[src/pkg/eirq_pkg.sv]
// Operation
// RULE_01 - Flag register top two bits read zero
// RULE_02 - Sense bit: zero level, one falling edge
// RULE_03 - Flag set on low level or fall
// RULE_04 - Flag cleared by zero after reading one
// RULE_05 - Level flag auto-clears when pin high, serviced
// RULE_06 - Edge flag auto-clears when serviced
// RULE_07 - Reset and hardware standby clear registers; the code clears sysctl_q on reset only, not on hardware standby
// RULE_08 - Enable bit gates pin request
// RULE_09 - Upper enable and sense bits plain storage
// RULE_10 - Non-maskable request ignores mask bits
// RULE_11 - Edge select picks non-maskable edge
// RULE_12 - Non-maskable vector number seven
// RULE_13 - Pin vectors twelve to seventeen in order
// RULE_14 - Detection independent of pin direction
// RULE_15 - Software sets interrupt pins as plain inputs
// RULE_16 - Only non-maskable, pins 0-2 wake standby
// RULE_17 - Pin priorities from priority register top nibble
// RULE_18 - DMA-steered peripheral requests bypass controller
// RULE_19 - Priority bit to pin mapping
// RULE_20 - Pins synchronised, edges by sample compare
package eirq_pkg;
    localparam int unsigned ADDR_W = 8;
    localparam int unsigned DATA_W = 32;
    localparam int unsigned PIN_N = 6;
    localparam int unsigned REG_W = 8;
    localparam logic [ADDR_W-1:0] OFS_FLAGS = 8'h00;
    localparam logic [ADDR_W-1:0] OFS_ENABLES = 8'h04;
    localparam logic [ADDR_W-1:0] OFS_SENSE = 8'h08;
    localparam logic [ADDR_W-1:0] OFS_PRIO = 8'h0C;
    localparam logic [ADDR_W-1:0] OFS_SYSCTL = 8'h10;
    localparam logic [ADDR_W-1:0] OFS_STATUS = 8'h14;
    localparam logic [REG_W-1:0] REG_RESET = 8'h00;
    localparam int unsigned SYS_NMI_EDGE_BIT = 0;
    localparam int unsigned PRIO_PIN0_BIT = 7;
    localparam int unsigned PRIO_PIN1_BIT = 6;
    localparam int unsigned PRIO_PIN23_BIT = 5;
    localparam int unsigned PRIO_PIN45_BIT = 4;
    localparam int unsigned WAKE_PIN_N = 3;
    localparam logic [7:0] VEC_NMI = 8'h07;
    localparam logic [7:0] VEC_PIN_BASE = 8'h0C;
    localparam logic [1:0] HTRANS_NONSEQ = 2'b10;
    localparam logic HRESP_OKAY = 1'b0;
endpackage

[src/hdl/eirq_top.sv]
// Implementation choices: register access over AHB-Lite and the placing of the registers.
`timescale 1ns/1ps
module eirq_top
    import eirq_pkg::*;
(
    input wire logic clk_i,
    input wire logic nrst_i,
    input wire logic hsel_i,
    input wire logic [ADDR_W-1:0] haddr_i,
    input wire logic [1:0] htrans_i,
    input wire logic hwrite_i,
    input wire logic [2:0] hsize_i,
    input wire logic [DATA_W-1:0] hwdata_i,
    input wire logic hready_i,
    output logic [DATA_W-1:0] hrdata_o,
    output logic hreadyout_o,
    output logic hresp_o,
    input wire logic [PIN_N-1:0] ext_req_n_i,
    input wire logic nmi_pin_i,
    input wire logic hw_standby_i,
    input wire logic sw_standby_i,
    input wire logic irq_mask_i,
    input wire logic user_mask_i,
    input wire logic ack_valid_i,
    input wire logic [7:0] ack_vector_i,
    input wire logic [1:0] periph_req_i,
    input wire logic [1:0] periph_dma_sel_i,
    output logic req_valid_o,
    output logic [7:0] req_vector_o,
    output logic req_high_prio_o,
    output logic [PIN_N-1:0] pin_req_o,
    output logic nmi_req_o,
    output logic wake_o,
    output logic [1:0] periph_irq_o,
    output logic [1:0] dma_start_o
);

    ////////////////////////////////////////////////////////////////////////
    // Declarations
    logic [PIN_N-1:0] pin_s1_q;
    logic [PIN_N-1:0] pin_s2_q;
    logic [PIN_N-1:0] pin_prev_q;
    logic nmi_s1_q;
    logic nmi_s2_q;
    logic nmi_prev_q;
    logic [REG_W-1:0] flags_q;
    logic [REG_W-1:0] enables_q;
    logic [REG_W-1:0] sense_q;
    logic [REG_W-1:0] prio_q;
    logic [REG_W-1:0] sysctl_q;
    logic [PIN_N-1:0] armed_q;
    logic nmi_pend_q;
    logic wr_pend_q;
    logic [ADDR_W-1:0] wr_addr_q;
    logic rd_pend_q;
    logic [ADDR_W-1:0] rd_addr_q;
    logic [DATA_W-1:0] hrdata_q;
    logic hreadyout_q;
    logic req_valid_q;
    logic [7:0] req_vector_q;
    logic req_high_q;
    logic [PIN_N-1:0] pin_req_q;
    logic wake_q;
    logic [1:0] periph_irq_q;
    logic [1:0] dma_start_q;
    logic take;
    logic clr_all;
    logic wr_flags;
    logic [PIN_N-1:0] set_d;
    logic [PIN_N-1:0] svc_clr_d;
    logic [PIN_N-1:0] sw_clr_d;
    logic [PIN_N-1:0] pin_prio;
    logic [PIN_N-1:0] active;
    logic nmi_edge;
    logic [REG_W-1:0] rd_byte;
    logic sel_valid;
    logic [7:0] sel_vector;
    logic sel_high;

    assign take = hsel_i && hready_i && (htrans_i == HTRANS_NONSEQ);
    // RULE_07 clear on standby
    assign clr_all = !nrst_i || hw_standby_i;
    assign wr_flags = wr_pend_q && (wr_addr_q == OFS_FLAGS);

    ////////////////////////////////////////////////////////////////////////
    // Pin synchronisers
    // RULE_20 two flop sync
    always_ff @(posedge clk_i)
    begin
        if (!nrst_i)
        begin
            pin_s1_q <= '1;
            pin_s2_q <= '1;
            pin_prev_q <= '1;
            nmi_s1_q <= 1'b0;
            nmi_s2_q <= 1'b0;
            nmi_prev_q <= 1'b0;
        end
        else
        begin
            pin_s1_q <= ext_req_n_i;
            pin_s2_q <= pin_s1_q;
            pin_prev_q <= pin_s2_q;
            nmi_s1_q <= nmi_pin_i;
            nmi_s2_q <= nmi_s1_q;
            nmi_prev_q <= nmi_s2_q;
        end
    end

    ////////////////////////////////////////////////////////////////////////
    // Flag set and clear terms
    always_comb
    begin
        set_d = '0;
        svc_clr_d = '0;
        sw_clr_d = '0;
        for (int i = 0; i < PIN_N; i++)
        begin
            // RULE_02 RULE_03 RULE_14 level or fall
            if (sense_q[i])
            begin
                set_d[i] = pin_prev_q[i] && !pin_s2_q[i];
            end
            else
            begin
                set_d[i] = !pin_s2_q[i];
            end
            // RULE_05 RULE_06 RULE_13 service clear
            if (ack_valid_i && (ack_vector_i == VEC_PIN_BASE + 8'(i)))
            begin
                svc_clr_d[i] = sense_q[i] || pin_s2_q[i];
            end
            // RULE_04 zero after read
            sw_clr_d[i] = wr_flags && !hwdata_i[i] && armed_q[i];
        end
    end

    ////////////////////////////////////////////////////////////////////////
    // Request flag register
    // RULE_01 upper bits held zero
    always_ff @(posedge clk_i)
    begin
        if (clr_all)
        begin
            flags_q <= REG_RESET;
        end
        else
        begin
            flags_q[PIN_N-1:0] <= set_d | (flags_q[PIN_N-1:0] & ~(svc_clr_d | sw_clr_d));
        end
    end

    // RULE_04 read arms the clear
    always_ff @(posedge clk_i)
    begin
        if (clr_all)
        begin
            armed_q <= '0;
        end
        else if (rd_pend_q && (rd_addr_q == OFS_FLAGS))
        begin
            armed_q <= armed_q | flags_q[PIN_N-1:0];
        end
        else
        begin
            armed_q <= armed_q & flags_q[PIN_N-1:0] & ~sw_clr_d;
        end
    end

    ////////////////////////////////////////////////////////////////////////
    // Writable control registers
    // RULE_07 RULE_09 full byte storage
    always_ff @(posedge clk_i)
    begin
        if (clr_all)
        begin
            enables_q <= REG_RESET;
            sense_q <= REG_RESET;
            prio_q <= REG_RESET;
        end
        else if (wr_pend_q)
        begin
            if (wr_addr_q == OFS_ENABLES)
            begin
                enables_q <= hwdata_i[REG_W-1:0];
            end
            if (wr_addr_q == OFS_SENSE)
            begin
                sense_q <= hwdata_i[REG_W-1:0];
            end
            if (wr_addr_q == OFS_PRIO)
            begin
                prio_q <= hwdata_i[REG_W-1:0];
            end
        end
    end

    always_ff @(posedge clk_i)
    begin
        if (!nrst_i)
        begin
            sysctl_q <= REG_RESET;
        end
        else if (wr_pend_q && (wr_addr_q == OFS_SYSCTL))
        begin
            sysctl_q <= hwdata_i[REG_W-1:0];
        end
    end

    ////////////////////////////////////////////////////////////////////////
    // Non-maskable request
    // RULE_11 edge select
    assign nmi_edge = sysctl_q[SYS_NMI_EDGE_BIT] ? (nmi_s2_q && !nmi_prev_q)
                                                  : (!nmi_s2_q && nmi_prev_q);

    // RULE_12 cleared on vector seven
    always_ff @(posedge clk_i)
    begin
        if (clr_all)
        begin
            nmi_pend_q <= 1'b0;
        end
        else if (nmi_edge)
        begin
            nmi_pend_q <= 1'b1;
        end
        else if (ack_valid_i && (ack_vector_i == VEC_NMI))
        begin
            nmi_pend_q <= 1'b0;
        end
    end

    ////////////////////////////////////////////////////////////////////////
    // Priority and vector selection
    // RULE_17 RULE_19 priority mapping
    assign pin_prio = {prio_q[PRIO_PIN45_BIT], prio_q[PRIO_PIN45_BIT],
                       prio_q[PRIO_PIN23_BIT], prio_q[PRIO_PIN23_BIT],
                       prio_q[PRIO_PIN1_BIT], prio_q[PRIO_PIN0_BIT]};
    // RULE_08 enable gating
    assign active = flags_q[PIN_N-1:0] & enables_q[PIN_N-1:0];

    always_comb
    begin
        sel_valid = 1'b0;
        sel_vector = '0;
        sel_high = 1'b0;
        // RULE_10 mask bits ignored
        if (nmi_pend_q)
        begin
            sel_valid = 1'b1;
            sel_vector = VEC_NMI;
            sel_high = 1'b1;
        end
        else if (!irq_mask_i && !user_mask_i)
        begin
            for (int i = PIN_N - 1; i >= 0; i--)
            begin
                if (active[i] && !pin_prio[i])
                begin
                    sel_valid = 1'b1;
                    sel_vector = VEC_PIN_BASE + 8'(i);
                    sel_high = 1'b0;
                end
            end
            for (int i = PIN_N - 1; i >= 0; i--)
            begin
                if (active[i] && pin_prio[i])
                begin
                    sel_valid = 1'b1;
                    sel_vector = VEC_PIN_BASE + 8'(i);
                    sel_high = 1'b1;
                end
            end
        end
    end

    always_ff @(posedge clk_i)
    begin
        if (clr_all)
        begin
            req_valid_q <= 1'b0;
            req_vector_q <= '0;
            req_high_q <= 1'b0;
            pin_req_q <= '0;
        end
        else
        begin
            req_valid_q <= sel_valid;
            req_vector_q <= sel_vector;
            req_high_q <= sel_high;
            pin_req_q <= active;
        end
    end

    ////////////////////////////////////////////////////////////////////////
    // Standby wake
    // RULE_16 limited wake sources
    always_ff @(posedge clk_i)
    begin
        if (clr_all)
        begin
            wake_q <= 1'b0;
        end
        else
        begin
            wake_q <= sw_standby_i && (nmi_pend_q || (|active[WAKE_PIN_N-1:0]));
        end
    end

    ////////////////////////////////////////////////////////////////////////
    // Peripheral steering
    // RULE_18 DMA bypass
    always_ff @(posedge clk_i)
    begin
        if (clr_all)
        begin
            periph_irq_q <= '0;
            dma_start_q <= '0;
        end
        else
        begin
            periph_irq_q <= periph_req_i & ~periph_dma_sel_i;
            dma_start_q <= periph_req_i & periph_dma_sel_i;
        end
    end

    ////////////////////////////////////////////////////////////////////////
    // AHB-Lite slave
    always_ff @(posedge clk_i)
    begin
        if (!nrst_i)
        begin
            wr_pend_q <= 1'b0;
            wr_addr_q <= '0;
            rd_pend_q <= 1'b0;
            rd_addr_q <= '0;
            hreadyout_q <= 1'b1;
        end
        else
        begin
            wr_pend_q <= take && hwrite_i;
            rd_pend_q <= take && !hwrite_i;
            if (take)
            begin
                wr_addr_q <= {haddr_i[ADDR_W-1:2], 2'b00};
                rd_addr_q <= {haddr_i[ADDR_W-1:2], 2'b00};
            end
            hreadyout_q <= !(take && !hwrite_i);
        end
    end

    always_comb
    begin
        rd_byte = '0;
        unique case (rd_addr_q)
            OFS_FLAGS: rd_byte = {2'b00, flags_q[PIN_N-1:0]};
            OFS_ENABLES: rd_byte = enables_q;
            OFS_SENSE: rd_byte = sense_q;
            OFS_PRIO: rd_byte = prio_q;
            OFS_SYSCTL: rd_byte = sysctl_q;
            OFS_STATUS: rd_byte = {1'b0, nmi_pend_q, pin_s2_q};
            default: rd_byte = '0;
        endcase
    end

    always_ff @(posedge clk_i)
    begin
        if (!nrst_i)
        begin
            hrdata_q <= '0;
        end
        else if (rd_pend_q)
        begin
            hrdata_q <= {{(DATA_W-REG_W){1'b0}}, rd_byte};
        end
    end

    assign hrdata_o = hrdata_q;
    assign hreadyout_o = hreadyout_q;
    assign hresp_o = HRESP_OKAY;
    assign req_valid_o = req_valid_q;
    assign req_vector_o = req_vector_q;
    assign req_high_prio_o = req_high_q;
    assign pin_req_o = pin_req_q;
    assign nmi_req_o = nmi_pend_q;
    assign wake_o = wake_q;
    assign periph_irq_o = periph_irq_q;
    assign dma_start_o = dma_start_q;

endmodule

[config.mk]
export PLATFORM = sky130hd
export DESIGN_NAME = eirq_top
export DESIGN_NICKNAME = d
export VERILOG_FILES = /design/src/pkg/eirq_pkg.sv /design/src/hdl/eirq_top.sv
export SDC_FILE = /design/constraint.sdc
export NUM_CORES = 1
export LEC_CHECK = 0
export BUFFER_PORTS_ARGS = -buffer_cell sky130_fd_sc_hd__buf_4
export CORE_ASPECT_RATIO = 0.9
export CORE_MARGIN = 3
export CORE_UTILIZATION = 40
export CTS_CLUSTER_DIAMETER = 50
export CTS_CLUSTER_SIZE = 20
export DETAILED_ROUTE_END_ITERATION = 8
export GPL_ROUTABILITY_DRIVEN = 0
export PLACE_DENSITY = 0.74
export RECOVER_POWER = 100
export SETUP_SLACK_MARGIN = 0.15
export SYNTH_ARGS = -nofsm -noshare
export SYNTH_HDL_FRONTEND = slang
export SYNTH_SLANG_ARGS = --single-unit
[constraint.sdc]
create_clock -name clk_i -period 1.7 [get_ports clk_i]
set_clock_uncertainty 0.05 [all_clocks]
set_input_delay 0.17 -clock clk_i [delete_from_list [all_inputs] [get_ports clk_i]]
set_output_delay 0.17 -clock clk_i [all_outputs]
set_load 0.05 [all_outputs]
==> summary.md <==
| Metric | Value |
|---|---|
| EDFF count, synth | 0 |
| # DRC | 0 |
| Fin crit period | between 1.5 and 2 ns |
| Cell count after synthesis | around 450 |
| Initial antenna violation count | 0 |
| Via count | 3582 |
| # diodes | 0 |
| Clock transition at path regs | around 0.070 ns |
| Failing checks | negative setup slack |
| IO Pins | 130 |
| Crit Path Max Fanout | 6 |
| Async set-or-reset flop fraction in the synthesized netlist | 0% |
| Synth Warn # | 0 |
| Die X | between 100 and 150 µm |
| R2r setup slk | -0.03 ns |
| Initial Util | ~42% |
| Internal cell power | roughly 0.0038 W |
| Sequential fraction of design power | approximately 48% |
| Comb power frac | 9.3% |
| Vias per cell | 5.24 |
| Syn Area/Cell | 9.82 µm² |
| Finished Core Util | a little over half |
| Pwr Density | between 900 and 1000 mW/mm² |
| Htree depth | 3 |
| Least-Margin Pin Slew | roughly 0.80 ns |
| Area contributors post-synth | dfxtp_1, mux2i_1, buf_4, nand2b_1, nor2_1 |
| Post-Syn Area | approximately 0.0044 mm² |
| First drt pass iteration count | 5 |
| Fillers | around 950 |
| Crit path DAT | between 1.5 and 2 ns |
| Vias in the first global route | around 3600 |
| Routed wire per std cell | 16.7 µm |
| Synth area leader | dfxtp_1 |
| Worst hold start | periph_req_i[1] |
| Place WS | -0.0500 ns |
| TritonCTS clock tree | built |
| Switching pwr | around 0.0013 W |
| Worst R2R Path Depth | 4 |
| Largest net degree at the start of global routing | 46 |
| Clock share of power | between 40% and 50% |
| CP startpoint kind | register |
| Hold endpoint | dma_start_o[1] |
| Max-slew violations | 0 |
| Port buffer count | 72 |
| RSZ-0062 raised after global routing | true |
| Total CTS buffers | 9 |
| # setup viols final | 1 |
| Status | finished with violations |
| Root buf cell | clkbuf_16 |
| Worst R2R End | hrdata_o[0] |
| Static Leak | about 2.2 nW |
| Hold Crit Class | in2reg |
| Std cell rows | 35 |
| Top FF cell, synth | dfxtp_1 |
| Yosys cell types | 53 |
| Seq/Total Area, Yosys | a little under half |
| Fmax | slightly below 0.6 GHz |
| First-pass GRT wire length | roughly 18 mm |
| Switching Fraction | 25.5% |
| Worst EP required | about 1.9 ns |
| Antenna viol nets, final | 0 |
| Yosys reg bits | just over 100 |
| Area growth, synth to finish | 24.0% |
| Nets@finish | 624 |
| Detail Placement HPWL | between 7 and 8 mm |
| Routed WL | between 10 and 15 mm |
| Global Route Usage Sum | a little under a fifth |
| Iteration-0 DRC Markers | approximately 300 |
| Tcrit/Tclk final | 102% |
| Worst Setup Path Type | reg2reg |
| Final Hold Viols | 0 |
| Fraction of layout cells with a size suffix above 1 | 21.8% |
| CTS max path bufs | 2 |
| Cells on Worst Hold Path | 2 |
| Worst-Skew Late Latency | roughly 0.35 ns |
| Reg2reg start | rd_addr_q[2] |
| Die H | around 110 µm |
| Die ar. | approximately 0.012 mm² |
| CP Capture Type | register |
| MaxCap Viol Count | 0 |
| Slew HR | a little under half |
| Maximum vdd ir drop | 0.000414 V |
| Core area | approximately 0.011 mm² |
| Total congestion overflow | 0 |
| CTS sink cnt | a little over 100 |
| Setup ws final | -0.0262 ns |
| Share of the synthesized area in the top cell type | 45.5% |
worst max-delay path, cell delays in order, from the launching register on:
cell     delay (ns)
dfxtp_1        0.52
buf_12         0.17
mux4_1         0.59
a22oi_2        0.20
a21oi_1        0.08
cell families after synthesis:
family          after synthesis  share of synthesized area, %
buf+inv                      64                          9.36
flops                       101                          45.5
mux                          49                          12.5
compound gates               78                          11.8
other cells                   1                        0.0845
simple gates                159                          20.7
sequential cells by signal, summed over array words and instances (netlist names), 8 cells and up:
register   cells
sense_q        8
hrdata_o       8
prio_q         8
enables_q      8
sysctl_q       8
cell type report:
class	instances	area, µm²	area share (%)
multi-input cells	314	2170	39.4
flip-flops and latches	101	2030	36.8
repair buffers	115	797	14.5
clock buffers	10	239	4.34
well taps	129	161	2.93
clock inverters	6	77.6	1.41
inverters	9	33.8	0.614
cells in the mapped netlist, types with 2 or more instances:
cell type and count:
a21oi_1 17, nor3b_1 4, buf_2 7, o21a_1 2
mux4_2 2, clkbuf_8 3, nand2_1 30, mux4_1 2
mux2_2 7, nand3b_1 9, nor3_1 2, mux2i_1 38
and2_1 4, a21o_1 4, clkbuf_1 8, dfxtp_1 101
buf_4 32, o211ai_1 3, nand2b_1 24, o221ai_1 6
inv_1 9, nand3_1 8, nand4_1 3, nand4b_1 4
nor2b_1 18, nor2_1 35, a22oi_1 8, a22o_1 2
o2111ai_1 5, and4b_2 3, and3_1 5, o21ai_0 17
a31oi_1 7, buf_6 2, nor4_4 2, buf_1 2
layer usage:
| layer | track usage, % | vias up | routed length, µm |
|---|---|---|---|
| li1 | - | 1734 | - |
| met1 | 24.2 | 1662 | 5050 |
| met3 | 4.61 | 26 | 780 |
| met5 | 0 | - | 0 |
| met4 | 5.81 | 0 | 215 |
| met2 | 30.7 | 160 | 5360 |
how the worst max path moves through the flow:
stage | startpoint | endpoint | slack, ns | cells past startpoint
6_report | rd_addr_q[2] | hrdata_o[0] | -0.03 | 4
5_1_grt | rd_addr_q[7] | prio_q[1] | -0.10 | 6
4_1_cts | rd_addr_q[7] | sense_q[4] | 0.05 | 4
3_5_place_dp | rd_addr_q[2] | hrdata_o[3] | -0.05 | 4
3_3_place_gp | rd_addr_q[2] | flags_q[3] | -0.04 | 7
2_1_floorplan | rd_addr_q[2] | armed_q[1] | 0.20 | 5
placed cells by master (no fill, tap or decap), types with 4 or more instances in the layout:
cell | netlist | routed
nor2_1 | 35 | 35
buf_6 | 2 | 4
a31oi_1 | 7 | 7
nor2b_1 | 18 | 18
o21ai_0 | 17 | 17
a21oi_1 | 17 | 17
clkbuf_16 | 0 | 9
a21o_1 | 4 | 4
inv_1 | 9 | 9
o2111ai_1 | 5 | 4
clkbuf_2 | 1 | 6
nand2b_1 | 24 | 24
nand3b_1 | 9 | 9
nand4b_1 | 4 | 4
clkbuf_1 | 8 | 29
mux2_2 | 7 | 7
a22oi_1 | 8 | 7
dlygate4sd3_1 | 0 | 12
nand3_1 | 8 | 7
conb_1 | 1 | 28
buf_4 | 32 | 62
mux2i_1 | 38 | 38
nand2_1 | 30 | 28
dfxtp_1 | 101 | 99
and3_1 | 5 | 5
per-stage QoR:
stage               setup TNS (ns)  hold slack [ns]  instances  area (µm²)  power [W]
finish                     -0.0262          0.00930        684        5500    0.00507
global route                -0.882          0.00799        684        5500    0.00523
CTS                              0          0.00131        683        5590    0.00510
detailed placement          -0.121            0.287        649        5040    0.00291
global placement           -0.0419            0.283        649        5040    0.00290
floorplan                        0            0.192        479        4540    0.00280
repair_timing:
item                       4_1_cts  5_1_grt
hold endpoints to repair        10        0
buffers inserted                 6        1
resized for setup               16        9
pin swaps                       10       13
hold buffers                    12        0
setup endpoints to repair       54       42
power groups by stage:
stage,Sequential (W),Clock [W],Combinational (W)
after detailed placement,0.00248,0,0.000432
after global placement,0.00248,0,0.000425
after floorplan,0.00249,0,0.000313
after global routing,0.00242,0.00230,0.000502
final,0.00242,0.00218,0.000471
after CTS,0.00242,0.00220,0.000472
Power figures use the tool's default switching activity.
